### config.mk
export PLATFORM = sky130hd
export DESIGN_NAME = tacb_bank
export DESIGN_NICKNAME = d
export VERILOG_FILES = /design/src/design/tacb_pkg.sv /design/src/design/tacb_bank.sv
export VERILOG_INCLUDE_DIRS = /design/src /design/src/design
export SDC_FILE = /design/constraint.sdc
export NUM_CORES = 1
export LEC_CHECK = 0
export BUFFER_PORTS_ARGS = -buffer_cell sky130_fd_sc_hd__buf_2
export CAP_MARGIN = 5
export CORE_ASPECT_RATIO = 1.5
export CORE_MARGIN = 5
export CORE_UTILIZATION = 35
export CTS_CLUSTER_DIAMETER = 50
export DETAILED_ROUTE_END_ITERATION = 10
export PLACE_DENSITY = 0.63
export SLEW_MARGIN = 5
export SYNTH_ARGS = -nofsm -noshare
export SYNTH_HDL_FRONTEND = slang
export SYNTH_SLANG_ARGS = --single-unit
### constraint.sdc
create_clock -name I_REF_CLK -period 15.41 [get_ports I_REF_CLK]
set_clock_uncertainty 0.2 [all_clocks]
set_input_delay 1.541 -clock I_REF_CLK [delete_from_list [all_inputs] [get_ports I_REF_CLK]]
set_output_delay 1.541 -clock I_REF_CLK [all_outputs]
set_load 0.02 [all_outputs]
### src/design/tacb_defs.svh
// Purpose: Offsets, bit positions, reset values and timing for the bank.
// Assumes: APB byte addresses are four times the printed register index.
// Notes:   Included by the package and by the bank itself.
`ifndef TACB_DEFS_SVH
`define TACB_DEFS_SVH

// Register indices as printed in the register-space map.
`define TACB_IDX_PTR0_LO        8'h82
`define TACB_IDX_PTR0_HI        8'h83
`define TACB_IDX_PTR1_LO        8'h84
`define TACB_IDX_PTR1_HI        8'h85
`define TACB_IDX_POWER_CONTROL  8'h87
`define TACB_IDX_AUX_CONTROL    8'h8e
`define TACB_IDX_PTR_BANK_CTRL  8'ha2
`define TACB_IDX_IE             8'ha8
`define TACB_IDX_IP             8'hb8
`define TACB_IDX_T2_CONTROL     8'hc8
`define TACB_IDX_CAP_LO         8'hca
`define TACB_IDX_CAP_HI         8'hcb
`define TACB_IDX_T2_MODE        8'hc9
`define TACB_IDX_T2_COUNT_LO    8'hcc
`define TACB_IDX_T2_COUNT_HI    8'hcd

// Timer-two control bit positions.
`define TACB_T2_OVF_BIT         7
`define TACB_T2_EXT_BIT         6
`define TACB_T2_RXCLK_BIT       5
`define TACB_T2_TXCLK_BIT       4
`define TACB_T2_EXTEN_BIT       3
`define TACB_T2_RUN_BIT         2
`define TACB_T2_CT_BIT          1
`define TACB_T2_CPRL_BIT        0

// Auxiliary control bit positions.
`define TACB_AUX_STROBE_DIS_BIT 0
`define TACB_AUX_XRAM_BIT       1
`define TACB_AUX_RSTO_DIS_BIT   3
`define TACB_AUX_WD_IDLE_BIT    4
`define TACB_AUX_WMASK          8'h1b

// Other field positions and masks.
`define TACB_POF_BIT            4
`define TACB_T2MODE_T2_COUNT_DIRECTION_ENABLE_BIT    0
`define TACB_T2MODE_WMASK       8'h03
`define TACB_IE_T2_BIT          5
`define TACB_IE_ALL_BIT         7
`define TACB_IE_WMASK           8'hbf
`define TACB_IP_WMASK           8'h3f
`define TACB_POWER_CONTROL_WMASK         8'h9f

// Reset values.
`define TACB_RST_BYTE           8'h00

// Reset-out pulse: 98 oscillator periods, oscillator taken as the clock.
`define TACB_RSTO_PERIODS       98
`define TACB_RSTO_CYCLES        (`TACB_RSTO_PERIODS)
// Address strobe divide ratio (one strobe per six oscillator periods).
`define TACB_STROBE_DIV         6

`endif

### src/design/tacb_pkg.sv
// Purpose: Types shared by the timer-two and auxiliary control bank.
// Assumes: Constants come from tacb_defs.svh.
// Notes:   Nothing here is imported; users write tacb_pkg::name.
`include "tacb_defs.svh"
package tacb_pkg;
	// APB transfer phase of the slave.
	typedef enum logic [1:0] {
		TACB_IDLE   = 2'b00,
		TACB_ACCESS = 2'b01
	} tacb_phase_t;
	typedef logic [7:0] tacb_byte_t;
endpackage

### src/design/tacb_bank.sv
// Purpose: Timer-two control, auxiliary control, pointer bank and power flag
//          registers on APB, with the control outputs they steer.
// Assumes: Byte address is four times the register index; 8-bit data.
// Notes:   Power-off flag lives on its own power-up reset input.
//          Writes land at the edge where ready is seen high.
//
// Functional notes
// Unmapped addresses read zero, writes dropped.
// Software writes no ones to unlisted bits.
// Overflow flag set by hardware, not when baud.
// External flag set on enabled trigger fall.
// External flag requests interrupt unless up/down mode.
// Receive-clock select picks timer-two overflow source.
// Transmit-clock select picks timer-two overflow source.
// Trigger enable gates edges unless baud mode.
// Run-control bit starts and stops timer two.
// Counter select chooses ticks or external edges.
// Capture/reload select chooses trigger action.
// Baud mode forces auto-reload, ignores select.
// Byte pair forms 16-bit capture/reload value.
// Strobe disable: continuous strobe or only moves. Here the disabled strobe also runs during external execution.
// Expanded RAM select routes external data moves.
// Two pointer banks chosen by select bit.
// Software sets bank select before pointer use.
// Power-off flag set at power-up, reset-proof.
// Six sources: enable and priority bits each.
// Reset pin driven 98 periods after watchdog timeout.
// Watchdog idle-halt stops watchdog while idle.
// Auxiliary reserved bits unspecified; read zero here.
`timescale 1ns/1ps
`include "tacb_defs.svh"

module tacb_bank (
	input  wire logic        I_REF_CLK,
	input  wire logic        I_ARST_N,
	input  wire logic        I_POWER_UP_N,
	input  wire logic        I_PSEL,
	input  wire logic        I_PENABLE,
	input  wire logic        I_PWRITE,
	input  wire logic [11:0] I_PADDR,
	input  wire logic [31:0] I_PWDATA,
	output logic      [31:0] O_PRDATA,
	output logic             O_PREADY,
	output logic             O_PSLVERR,
	input  wire logic        I_T2_OVERFLOW,
	input  wire logic        I_T2_TRIGGER_PIN,
	input  wire logic        I_T2_CAPTURE_EVT,
	input  wire logic [15:0] I_T2_COUNT,
	input  wire logic        I_T1_OVERFLOW,
	input  wire logic        I_MOVE_ACTIVE,
	input  wire logic        I_WATCHDOG_TIMEOUT,
	input  wire logic        I_IDLE,
	input  wire logic        I_EXT_EXEC,
	output logic             O_T2_RUN,
	output logic             O_T2_COUNT_EXTERNAL,
	output logic             O_T2_CAPTURE_MODE,
	output logic             O_T2_TRIGGER_EVENT,
	output logic             O_T2_DOWN_ENABLE,
	output logic      [15:0] O_T2_RELOAD_VALUE,
	output logic             O_T2_IRQ,
	output logic             O_SERIAL_RX_CLK,
	output logic             O_SERIAL_TX_CLK,
	output logic             O_STROBE,
	output logic             O_EXPANDED_RAM_SEL,
	output logic      [15:0] O_POINTER,
	output logic             O_RESET_OUT,
	output logic             O_RESET_OUT_OE,
	output logic             O_WATCHDOG_COUNT_EN,
	output logic      [5:0]  O_IRQ_ENABLE,
	output logic      [5:0]  O_IRQ_PRIORITY,
	output logic             O_POWER_OFF_FLAG
);

	logic            rst_meta_q;
	logic            rst_sync_q;
	logic            trig_meta_q;
	logic            trig_sync_q;
	logic            trig_prev_q;
	logic            rsto_meta_q;
	logic            rsto_sync_q;
	logic            rsto_prev_q;
	logic            pwr_meta_q;
	logic            pwr_sync_q;
	tacb_pkg::tacb_byte_t timer2_control_q;
	tacb_pkg::tacb_byte_t t2mode_q;
	tacb_pkg::tacb_byte_t aux_q;
	tacb_pkg::tacb_byte_t cap_lo_q;
	tacb_pkg::tacb_byte_t cap_hi_q;
	tacb_pkg::tacb_byte_t ie_q;
	tacb_pkg::tacb_byte_t ip_q;
	tacb_pkg::tacb_byte_t power_control_q;
	tacb_pkg::tacb_byte_t ptr_q [4];
	logic            bank_sel_q;
	logic            pof_q;
	logic [2:0]      strobe_cnt_q;
	logic [6:0]      rsto_cnt_q;
	logic [7:0]      rdata_d;
	logic [7:0]      idx;
	logic [7:0]      wbyte;
	logic            wr_en;
	logic            rd_en;
	logic            baud_mode;
	logic            trig_fall;
	logic            trig_event;
	logic            wr_timer2_control;

	// Reset release through two flip-flops.
	always_ff @(posedge I_REF_CLK or negedge I_ARST_N) begin
		if (!I_ARST_N) begin
			rst_meta_q <= 1'b0;
			rst_sync_q <= 1'b0;
		end else begin
			rst_meta_q <= 1'b1;
			rst_sync_q <= rst_meta_q;
		end
	end

	// Power-up reset release through its own two flip-flops, so the
	// power-off flag leaves reset cleanly and ordinary resets miss it.
	always_ff @(posedge I_REF_CLK or negedge I_POWER_UP_N) begin
		if (!I_POWER_UP_N) begin
			pwr_meta_q <= 1'b0;
			pwr_sync_q <= 1'b0;
		end else begin
			pwr_meta_q <= 1'b1;
			pwr_sync_q <= pwr_meta_q;
		end
	end

	// Trigger pin and watchdog timeout cross in through two flip-flops.
	always_ff @(posedge I_REF_CLK or negedge rst_sync_q) begin
		if (!rst_sync_q) begin
			trig_meta_q <= 1'b1;
			trig_sync_q <= 1'b1;
			trig_prev_q <= 1'b1;
			rsto_meta_q <= 1'b0;
			rsto_sync_q <= 1'b0;
			rsto_prev_q <= 1'b0;
		end else begin
			trig_meta_q <= I_T2_TRIGGER_PIN;
			trig_sync_q <= trig_meta_q;
			trig_prev_q <= trig_sync_q;
			rsto_meta_q <= I_WATCHDOG_TIMEOUT;
			rsto_sync_q <= rsto_meta_q;
			rsto_prev_q <= rsto_sync_q;
		end
	end

	// Bus decode: index is the word address; one wait state.
	assign idx   = I_PADDR[9:2];
	assign wbyte = I_PWDATA[7:0];
	// A write lands only at the access edge where ready is high.
	assign wr_en = I_PSEL && I_PENABLE && I_PWRITE && O_PREADY;
	assign rd_en = I_PSEL && I_PENABLE && !I_PWRITE;

	// Baud mode and trigger qualification.
	assign baud_mode = timer2_control_q[`TACB_T2_RXCLK_BIT] ||
		timer2_control_q[`TACB_T2_TXCLK_BIT];
	assign trig_fall = trig_prev_q && !trig_sync_q;
	assign trig_event = trig_fall && timer2_control_q[`TACB_T2_EXTEN_BIT] &&
		!baud_mode;
	assign wr_timer2_control = wr_en && (idx == `TACB_IDX_T2_CONTROL);

	// Timer-two control: software writes, hardware sets flags; set wins.
	always_ff @(posedge I_REF_CLK or negedge rst_sync_q) begin
		if (!rst_sync_q) begin
			timer2_control_q <= `TACB_RST_BYTE;
		end else begin
			if (wr_timer2_control) begin
				timer2_control_q <= wbyte;
			end
			if (I_T2_OVERFLOW && !baud_mode) begin
				timer2_control_q[`TACB_T2_OVF_BIT] <= 1'b1;
			end
			if (trig_event) begin
				timer2_control_q[`TACB_T2_EXT_BIT] <= 1'b1;
			end
		end
	end

	// Capture/reload pair: loaded by software or by a capture.
	always_ff @(posedge I_REF_CLK or negedge rst_sync_q) begin
		if (!rst_sync_q) begin
			cap_lo_q <= `TACB_RST_BYTE;
			cap_hi_q <= `TACB_RST_BYTE;
		end else if (I_T2_CAPTURE_EVT) begin
			cap_lo_q <= I_T2_COUNT[7:0];
			cap_hi_q <= I_T2_COUNT[15:8];
		end else if (wr_en && idx == `TACB_IDX_CAP_LO) begin
			cap_lo_q <= wbyte;
		end else if (wr_en && idx == `TACB_IDX_CAP_HI) begin
			cap_hi_q <= wbyte;
		end
	end

	// Mode, auxiliary, interrupt and pointer-bank registers.
	always_ff @(posedge I_REF_CLK or negedge rst_sync_q) begin
		if (!rst_sync_q) begin
			t2mode_q   <= `TACB_RST_BYTE;
			aux_q      <= `TACB_RST_BYTE;
			ie_q       <= `TACB_RST_BYTE;
			ip_q       <= `TACB_RST_BYTE;
			power_control_q     <= `TACB_RST_BYTE;
			bank_sel_q <= 1'b0;
		end else if (wr_en) begin
			case (idx)
				`TACB_IDX_T2_MODE: begin
					t2mode_q <= wbyte & `TACB_T2MODE_WMASK;
				end
				`TACB_IDX_AUX_CONTROL: begin
					aux_q <= wbyte & `TACB_AUX_WMASK;
				end
				`TACB_IDX_IE: begin
					ie_q <= wbyte & `TACB_IE_WMASK;
				end
				`TACB_IDX_IP: begin
					ip_q <= wbyte & `TACB_IP_WMASK;
				end
				`TACB_IDX_POWER_CONTROL: begin
					power_control_q <= wbyte & `TACB_POWER_CONTROL_WMASK;
				end
				`TACB_IDX_PTR_BANK_CTRL: begin
					bank_sel_q <= wbyte[0];
				end
				default: begin
				end
			endcase
		end
	end

	// Pointer banks: four bytes, one per printed index.
	genvar g;
	generate
		for (g = 0; g < 4; g++) begin : g_ptr
			always_ff @(posedge I_REF_CLK or negedge rst_sync_q) begin
				if (!rst_sync_q) begin
					ptr_q[g] <= `TACB_RST_BYTE;
				end else if (wr_en && idx ==
					8'(`TACB_IDX_PTR0_LO + g)) begin
					ptr_q[g] <= wbyte;
				end
			end
		end
	endgenerate

	// Power-off flag and its output copy: only power-up presets them;
	// system reset leaves both alone.
	always_ff @(posedge I_REF_CLK or negedge pwr_sync_q) begin
		if (!pwr_sync_q) begin
			pof_q            <= 1'b1;
			O_POWER_OFF_FLAG <= 1'b1;
		end else begin
			if (wr_en && idx == `TACB_IDX_POWER_CONTROL) begin
				pof_q <= wbyte[`TACB_POF_BIT];
			end
			O_POWER_OFF_FLAG <= pof_q;
		end
	end

	// Read multiplexer; unlisted indices read zero.
	always_comb begin
		rdata_d = `TACB_RST_BYTE;
		case (idx)
			`TACB_IDX_T2_CONTROL:   rdata_d = timer2_control_q;
			`TACB_IDX_T2_MODE:      rdata_d = t2mode_q;
			`TACB_IDX_CAP_LO:       rdata_d = cap_lo_q;
			`TACB_IDX_CAP_HI:       rdata_d = cap_hi_q;
			`TACB_IDX_T2_COUNT_LO:  rdata_d = I_T2_COUNT[7:0];
			`TACB_IDX_T2_COUNT_HI:  rdata_d = I_T2_COUNT[15:8];
			`TACB_IDX_AUX_CONTROL:  rdata_d = aux_q;
			`TACB_IDX_IE:           rdata_d = ie_q;
			`TACB_IDX_IP:           rdata_d = ip_q;
			`TACB_IDX_PTR_BANK_CTRL: rdata_d = {7'h00, bank_sel_q};
			`TACB_IDX_POWER_CONTROL: begin
				rdata_d = power_control_q;
				rdata_d[`TACB_POF_BIT] = pof_q;
			end
			`TACB_IDX_PTR0_LO:      rdata_d = ptr_q[0];
			`TACB_IDX_PTR0_HI:      rdata_d = ptr_q[1];
			`TACB_IDX_PTR1_LO:      rdata_d = ptr_q[2];
			`TACB_IDX_PTR1_HI:      rdata_d = ptr_q[3];
			default:                rdata_d = `TACB_RST_BYTE;
		endcase
	end

	// Bus answer registered: ready one cycle into the access phase.
	always_ff @(posedge I_REF_CLK or negedge rst_sync_q) begin
		if (!rst_sync_q) begin
			O_PRDATA  <= 32'h0000_0000;
			O_PREADY  <= 1'b0;
			O_PSLVERR <= 1'b0;
		end else begin
			O_PREADY  <= I_PSEL && I_PENABLE && !O_PREADY;
			O_PSLVERR <= 1'b0;
			O_PRDATA  <= rd_en ? {24'h000000, rdata_d} : 32'h0000_0000;
		end
	end

	// Address strobe: every sixth clock, or only during moves or external execution.
	always_ff @(posedge I_REF_CLK or negedge rst_sync_q) begin
		if (!rst_sync_q) begin
			strobe_cnt_q <= 3'h0;
			O_STROBE     <= 1'b0;
		end else begin
			strobe_cnt_q <= (strobe_cnt_q == 3'(`TACB_STROBE_DIV - 1)) ?
				3'h0 : strobe_cnt_q + 3'h1;
			O_STROBE <= (strobe_cnt_q == 3'h0) &&
				(!aux_q[`TACB_AUX_STROBE_DIS_BIT] || I_MOVE_ACTIVE ||
				I_EXT_EXEC);
		end
	end

	// Reset-out pulse counter after a watchdog timeout.
	always_ff @(posedge I_REF_CLK or negedge rst_sync_q) begin
		if (!rst_sync_q) begin
			rsto_cnt_q     <= 7'h00;
			O_RESET_OUT    <= 1'b0;
			O_RESET_OUT_OE <= 1'b0;
		end else begin
			if (rsto_sync_q && !rsto_prev_q &&
				!aux_q[`TACB_AUX_RSTO_DIS_BIT]) begin
				rsto_cnt_q <= 7'(`TACB_RSTO_CYCLES);
			end else if (rsto_cnt_q != 7'h00) begin
				rsto_cnt_q <= rsto_cnt_q - 7'h01;
			end
			O_RESET_OUT    <= (rsto_cnt_q != 7'h00);
			O_RESET_OUT_OE <= (rsto_cnt_q != 7'h00);
		end
	end

	// Registered control outputs steered by the registers.
	always_ff @(posedge I_REF_CLK or negedge rst_sync_q) begin
		if (!rst_sync_q) begin
			O_T2_RUN            <= 1'b0;
			O_T2_COUNT_EXTERNAL <= 1'b0;
			O_T2_CAPTURE_MODE   <= 1'b0;
			O_T2_TRIGGER_EVENT  <= 1'b0;
			O_T2_DOWN_ENABLE    <= 1'b0;
			O_T2_RELOAD_VALUE   <= 16'h0000;
			O_T2_IRQ            <= 1'b0;
			O_SERIAL_RX_CLK     <= 1'b0;
			O_SERIAL_TX_CLK     <= 1'b0;
			O_EXPANDED_RAM_SEL  <= 1'b0;
			O_POINTER           <= 16'h0000;
			O_WATCHDOG_COUNT_EN <= 1'b1;
			O_IRQ_ENABLE        <= 6'h00;
			O_IRQ_PRIORITY      <= 6'h00;
		end else begin
			O_T2_RUN <= timer2_control_q[`TACB_T2_RUN_BIT];
			O_T2_COUNT_EXTERNAL <= timer2_control_q[`TACB_T2_CT_BIT];
			O_T2_CAPTURE_MODE <= timer2_control_q[`TACB_T2_CPRL_BIT] &&
				!baud_mode;
			O_T2_TRIGGER_EVENT <= trig_event;
			O_T2_DOWN_ENABLE <= t2mode_q[`TACB_T2MODE_T2_COUNT_DIRECTION_ENABLE_BIT];
			O_T2_RELOAD_VALUE <= {cap_hi_q, cap_lo_q};
			O_T2_IRQ <= ie_q[`TACB_IE_ALL_BIT] && ie_q[`TACB_IE_T2_BIT] &&
				(timer2_control_q[`TACB_T2_OVF_BIT] ||
				(timer2_control_q[`TACB_T2_EXT_BIT] &&
				!t2mode_q[`TACB_T2MODE_T2_COUNT_DIRECTION_ENABLE_BIT]));
			O_SERIAL_RX_CLK <= timer2_control_q[`TACB_T2_RXCLK_BIT] ?
				I_T2_OVERFLOW : I_T1_OVERFLOW;
			O_SERIAL_TX_CLK <= timer2_control_q[`TACB_T2_TXCLK_BIT] ?
				I_T2_OVERFLOW : I_T1_OVERFLOW;
			O_EXPANDED_RAM_SEL <= !aux_q[`TACB_AUX_XRAM_BIT];
			O_POINTER <= bank_sel_q ? {ptr_q[3], ptr_q[2]} :
				{ptr_q[1], ptr_q[0]};
			O_WATCHDOG_COUNT_EN <= !(I_IDLE &&
				aux_q[`TACB_AUX_WD_IDLE_BIT]);
			O_IRQ_ENABLE   <= ie_q[5:0];
			O_IRQ_PRIORITY <= ip_q[5:0];
		end
	end

endmodule // tacb_bank

==> summary.txt, run 1 <==
DR iter-0 viols = 359
Post-synth ARST share = 1.00
CTS root buf = clkbuf_16
Mean area per synthesized cell = 12.7 µm²
First-pass GRT wire length = 30.6 mm
Run status = complete, but fails checks
Max transition margin = 0.335
Initial antenna violation count = 0
Synth Cell Area = 7380 µm²
P_leak = 0.00415 µW
Layout cells sized above 1 = 0.366
CP max FO = 39
Setup-failing EPs final = 0
Slew @ Worst Pin = 997 ps
Synth top area share = 0.549
Clock Sinks = 168
Vias in the first global route = 5239
Min-delay worst type = reg -> async
Buf/Inv on CP = 1
Cell area after layout = 8620 µm²
Routed Antenna Nets = 0
Setup crit start kind = primary input
Post-Syn Instances = 583
Vias/cell = 5.17
Crit path largest cell delay = 700 ps
DRT Pass-1 Iters = 5
Final Util = 0.412
Max-slew violation count = 0
Total Power = 984 µW
Clk buf depth = 2
Drt wl/cell = 20.3 µm
Critical-path top delay cell = nor2b_1
Core ar. = 20900 µm²
Final TNS setup = 0 ps
Flops & latches, synth = 168
DP HPWL = 14.1 mm
Ys flop type = dfrtp_1
Register area share after synthesis = 0.571
Yosys top cell by area = dfrtp_1
Max Cap Viol = 0
Global placement routability congestion = 0.898
Residual DRC = 0
Die width = 129 µm
Hold-fix buffers, CTS = 0
Grt total ovfl = 0
WL final = 19.5 mm
CP endpoint kind = register
Pwr dens = 114 nW/µm²
Unrepaired setup endpoints after global routing = no
Min cycle time layout = 3710 ps
Nets = 759
Largest net degree at the start of global routing = 80
Later-pin clock latency in the skew report = 430 ps
Final Hold Fails = 2
Most common cell in the synthesized netlist = dfrtp_1
Area growth syn-to-layout = 16.7%
Row count = 65
Buffers added on ports = 112
Post-CTS resize count = 0
CP Data Required Time = 15520 ps
H-tree depth = 4
Failing checks = hold timing
VDD IR-drop max = 0.0731 mV
Crit Path Category = in -> reg
# fillers = 1966
CTS tree = done
Num CTS Buffers = 17
# IOs = 166
Antenna cells = 0
Post-synth EDFFs = 0
Starting Density = 0.353
Area contributors post-synth = dfrtp_1 (55%), mux2_2 (12%), mux2i_1 (3.5%), buf_4 (3.1%), nand2_1 (2.5%)
Post-CTS setup buffers = 0
Placement Cell Area = 8010 µm²
Most frequent cells after synthesis = dfrtp_1 (162), mux2_2 (80), nand2_1 (50)
Data arrival time of the worst path = 3820 ps
Die Y = 188 µm
CTS clk-pin slew, worst paths = 60 ps
Max frequency = 269 MHz
Min Hold Slack = -5.68 ps
Tot GR Track Use = 0.166
CP top delay family = simple AND/OR/NAND/NOR gates
Die ar. = 24200 µm²
Worst-path cell chain = buf_2 -> nor2b_1 -> and3_1 -> mux2_1
Final clock period utilization by the worst path = 0.241
Synth warn = 0
Distinct cells, synth = 68
Vias after detailed routing = 4982
==> layout by cell type (no fill, tap or decap), types with 4 or more instances in the layout <==
cell,instances
clkbuf_16,17
and3_1,9
dfstp_2,6
inv_8,5
conb_1,27
buf_2,112
mux2_2,80
a22oi_1,11
o21ai_1,9
and4bb_2,4
mux2i_1,26
a32o_1,4
nor2_1,22
nand2_1,50
o22ai_1,5
inv_1,6
a21oi_1,4
nor3b_1,5
nor2b_1,5
mux2_1,8
inv_6,5
o21ai_0,17
a31oi_1,9
a32oi_1,4
nand3_1,11
dfrtp_1,161
==> layer usage <==
layer | vias to the layer above | share of wire | global-route usage
met5 | - | 0 | 0
met4 | 0 | 0.049 | 0.0958
met3 | 38 | 0.059 | 0.0351
met2 | 178 | 0.51 | 0.274
met1 | 2510 | 0.38 | 0.198
li1 | 2256 | - | -
==> state kept, by name, summed over array words and instances (netlist names), 2 cells and up <==
register	cells
ip_q	6
O_POINTER	16
cap_hi_q	8
strobe_cnt_q	3
t2mode_q	2
ptr_q	32
ie_q	7
O_PRDATA	8
O_T2_RELOAD_VALUE	16
cap_lo_q	8
aux_q	4
rsto_cnt_q	7
timer2_control_q	8
O_IRQ_PRIORITY	6
power_control_q	5
O_IRQ_ENABLE	6
==> per-stage QoR <==
stage                     hold slack [ps]  cells  worst slack (ps)
after global routing                 17.0    964             11580
after detailed placement            -3.02    932             11300
after floorplan                     -14.6    608             10310
after CTS                            2.13    964             11740
after global placement              -5.33    932             11320
final                               -5.68    964             11700
==> report_power, final <==
part | switching [µW] | internal [µW] | leakage (µW)
Clock | 199 | 233 | 0.000291
Combinational | 54.7 | 26.8 | 0.00166
Sequential | 12.3 | 458 | 0.00220
Total | 266 | 718 | 0.00415
==> cell families after synthesis <==
logic type | after synthesis | share of synthesized area
other cells | 2 | 0.00102
xor+xnor | 4 | 0.00475
simple gates | 140 | 0.112
mux | 114 | 0.170
buf+inv | 65 | 0.0549
compound gates | 88 | 0.0836
flops | 168 | 0.571
fa+ha+maj | 2 | 0.00339
==> area by class of cell <==
type	count	area, µm²	share of cell area
multi-input cells	375	2860	0.332
flip-flops and latches	168	4220	0.489
clock inverters	15	178	0.0206
well taps	268	335	0.0389
inverters	6	22.5	0.00261
repair buffers	115	583	0.0677
clock buffers	17	425	0.0494
==> path summary, 6_finish.rpt <==
check | start | end | slack (ps) | depth (start not counted)
worst max-delay path | I_PADDR[2] | ptr_q[7]$_DFFE_PN0P_ | 11700 | 4
worst min-delay path | pwr_sync_q$_DFF_PN0_ | pof_q$_DFFE_PN1P_ | -6 | 0
worst max register to register | rst_sync_q$_DFF_PN0_ | O_PRDATA[6]$_DFF_PN0_ | 12950 | 2
worst min register to register | pwr_sync_q$_DFF_PN0_ | pof_q$_DFFE_PN1P_ | -6 | 0
max in group asynchronous | rst_sync_q$_DFF_PN0_ | O_PRDATA[6]$_DFF_PN0_ | 12950 | 2
min in group I_REF_CLK | rst_meta_q$_DFF_PN0_ | rst_sync_q$_DFF_PN0_ | 150 | 0
(Power assumes the default switching activity.)
==> inputs of run 2 (changes only) <==
--- a/config.mk
+++ b/config.mk
@@ -13,7 +13,7 @@
 export CORE_UTILIZATION = 35
 export CTS_CLUSTER_DIAMETER = 50
 export DETAILED_ROUTE_END_ITERATION = 10
-export PLACE_DENSITY = 0.63
+export PLACE_DENSITY = 0.65
 export SLEW_MARGIN = 5
 export SYNTH_ARGS = -nofsm -noshare
 export SYNTH_HDL_FRONTEND = slang
==> constraint.sdc (replaced) <==
create_clock -name I_REF_CLK -period 3.35 [get_ports I_REF_CLK]
set_clock_uncertainty 0.2 [all_clocks]
set_input_delay 0.335 -clock I_REF_CLK [delete_from_list [all_inputs] [get_ports I_REF_CLK]]
set_output_delay 0.335 -clock I_REF_CLK [all_outputs]
set_load 0.02 [all_outputs]
==> run 2 against run 1 <==
Against the previous run: routed wire length is 0.48% lower; critical path type unchanged; largest cell class unchanged; via count is 2.7% higher; non-clock buffer count is 35 higher; the flow now finishes without violations; hold slack better by 9.6 ps; power grew to 4.5 times the previous value; worst setup slack worse by 11000 ps; clock-buffer cell count is 2 higher; global-route usage is 0.15 points lower; sequential power grew to 4.6 times the previous value; cell count is 3.6% higher.
==> summary.txt, run 2 (synthesis gave the netlist of run 1 again) <==
Unrepaired setup endpoints after global routing = no
Min-delay worst type = reg -> async
DR iter-0 viols = 304 (-15%)
Tot GR Track Use = 0.164 (-0.00152)
CP endpoint kind = register
Max reg flops = 32 (unchanged)
DRT Pass-1 Iters = 5 (unchanged)
Layout cells sized above 1 = 0.361 (-0.00523)
Residual DRC = 0 (unchanged)
H-tree depth = 4 (unchanged)
Max-slew violation count = 0 (unchanged)
P_leak = 0.00429 µW (+3.4%)
Final clock period utilization by the worst path = 0.660
Drt wl/cell = 19.5 µm (-4.0%)
Nets = 794 (+4.6%)
Vias in the first global route = 5224 (-0.29%)
Later-pin clock latency in the skew report = 430 ps (about the same)
First-pass GRT wire length = 30.3 mm (-0.90%)
CTS tree = done
Post-CTS resize count = 0 (unchanged)
Most flops, register = ptr_q
Critical-path top delay cell = nor3_4
CTS root buf = clkbuf_16
Die width = 129 µm (unchanged)
Final Hold Fails = 0 (-2)
Final Util = 0.427 (+0.0150)
Worst r2r dst = timer2_control_q[1]$_DFFE_PN0N_
Reg2Reg Depth = 3 (+1)
Vias after detailed routing = 5115 (+2.7%)
Setup crit start kind = primary input
Die Y = 188 µm (unchanged)
Core ar. = 20900 µm² (unchanged)
Commonest non-fill, non-tap cell in the layout = dfrtp_1
WL final = 19.4 mm (-0.48%)
Final TNS setup = 0 ps (unchanged)
Total Power = 4440 µW (+350%)
Max Cap Viol = 0 (unchanged)
Worst R2R Setup Slack = 1260 ps (-11690 ps)
Crit path largest cell delay = 570 ps (-130 ps)
DP HPWL = 14.2 mm (+0.73%)
Die ar. = 24200 µm² (unchanged)
Max frequency = 452 MHz
Global placement routability congestion = 0.916 (+2.0%)
Largest net degree at the start of global routing = 90 (+13%)
CP Data Required Time = 3470 ps (-12050 ps)
CP top delay family = simple AND/OR/NAND/NOR gates
Initial antenna violation count = 0 (unchanged)
Starting Density = 0.353 (unchanged)
Row count = 65 (unchanged)
Antenna cells = 0 (unchanged)
Clk buf depth = 2 (unchanged)
# IOs = 166 (unchanged)
Clock Sinks = 168 (unchanged)
Worst-path cell chain = dlygate4sd3_1 -> buf_2 -> nand4_1 -> nor3_4 -> mux2_2
Run status = complete, no violations
Place WS = 755 ps (-10550 ps)
Grt total ovfl = 0 (unchanged)
Most frequent cells in the layout = dfrtp_1 (161), buf_2 (112), mux2_2 (80)
CTS clk-pin slew, worst paths = 60 ps (about the same)
CP max FO = 8 (-79%)
Worst setup margin = 1140 ps (-10560 ps)
Buf/Inv on CP = 2 (+1)
Vias/cell = 5.12 (-0.93%)
Data arrival time of the worst path = 2330 ps (-1490 ps)
Routed Antenna Nets = 0 (unchanged)
Buffers added on ports = 112 (unchanged)
R2R Path Start = O_PREADY$_DFF_PN0_
Pwr dens = 497 nW/µm² (+340%)
Min Hold Slack = 3.89 ps (+9.57 ps)
VDD IR-drop max = 0.358 mV (+390%)
Num CTS Buffers = 17 (unchanged)
Min cycle time layout = 2210 ps
Slew @ Worst Pin = 822 ps (-175 ps)
Max transition margin = 0.448 (+0.113)
Largest registers = ptr_q (32), O_POINTER (16), O_T2_RELOAD_VALUE (16)
Crit Path Category = in -> reg
Area growth syn-to-layout = 21.0%
Post-CTS setup buffers = 0 (unchanged)
Setup-failing EPs final = 0 (unchanged)
## run 2: repair_timing
action | in CTS | in global routing
hold endpoints to repair | 27 | 0
hold buffers | 25 | 0
endpoints found under the setup margin | 0 | 0
## run 2: final cells by class
| cell class | instances | area [µm²] |
|---|---|---|
| inverter | 6 | 22.5 |
| sequential | 168 | 4220 |
| fill | 1930 | 12000 |
| timing repair buffer | 150 | 933 |
| clock buffer | 19 | 443 |
| multi-input combinational | 375 | 2860 |
| clock inverter | 13 | 123 |
| tap | 268 | 335 |
## run 2: how the worst max path moves through the flow
stage                              start                         endpoint  slack, ps  cells past startpoint
CTS                            I_PENABLE          cap_hi_q[6]$_DFFE_PN0P_       1130                      6
floorplan           rst_sync_q$_DFF_PN0_     O_EXPANDED_RAM_SEL$_DFF_PN0_        440                      0
detailed placement            I_PADDR[6]          cap_hi_q[6]$_DFFE_PN0P_        750                      6
finish                         I_PENABLE  timer2_control_q[1]$_DFFE_PN0N_       1140                      5
global placement              I_PADDR[6]          cap_hi_q[3]$_DFFE_PN0P_        780                      6
global route                   I_PENABLE          cap_hi_q[2]$_DFFE_PN0P_       1040                      6
## run 2: where the power goes
part           internal, µW  switching (µW)  total [µW]  leakage, µW
Clock                  1050             821        1870     0.000271
Combinational           151             258         408      0.00182
Sequential             2110            53.6        2160      0.00220
## run 2: worst reg2reg max path: stages (launching register included)
cell and delay [ps]:
dfrtp_1 380, nand4_1 430, nor3_4 570, mux2_2 390
## run 2: through the flow
step / area, µm² / std cells
finish: 8930 / 999
global route: 8930 / 999
CTS: 8930 / 999
detailed placement: 8110 / 942
global placement: 8110 / 942
floorplan: 7480 / 608
## run 2: routing by layer
metal / vias to the layer above / track usage / part of all wire
met4: 0 / 0.0954 / 0.047
met2: 180 / 0.280 / 0.52
met5: - / 0 / 0
li1: 2330 / - / -
met3: 49 / 0.0276 / 0.053
met1: 2556 / 0.192 / 0.38
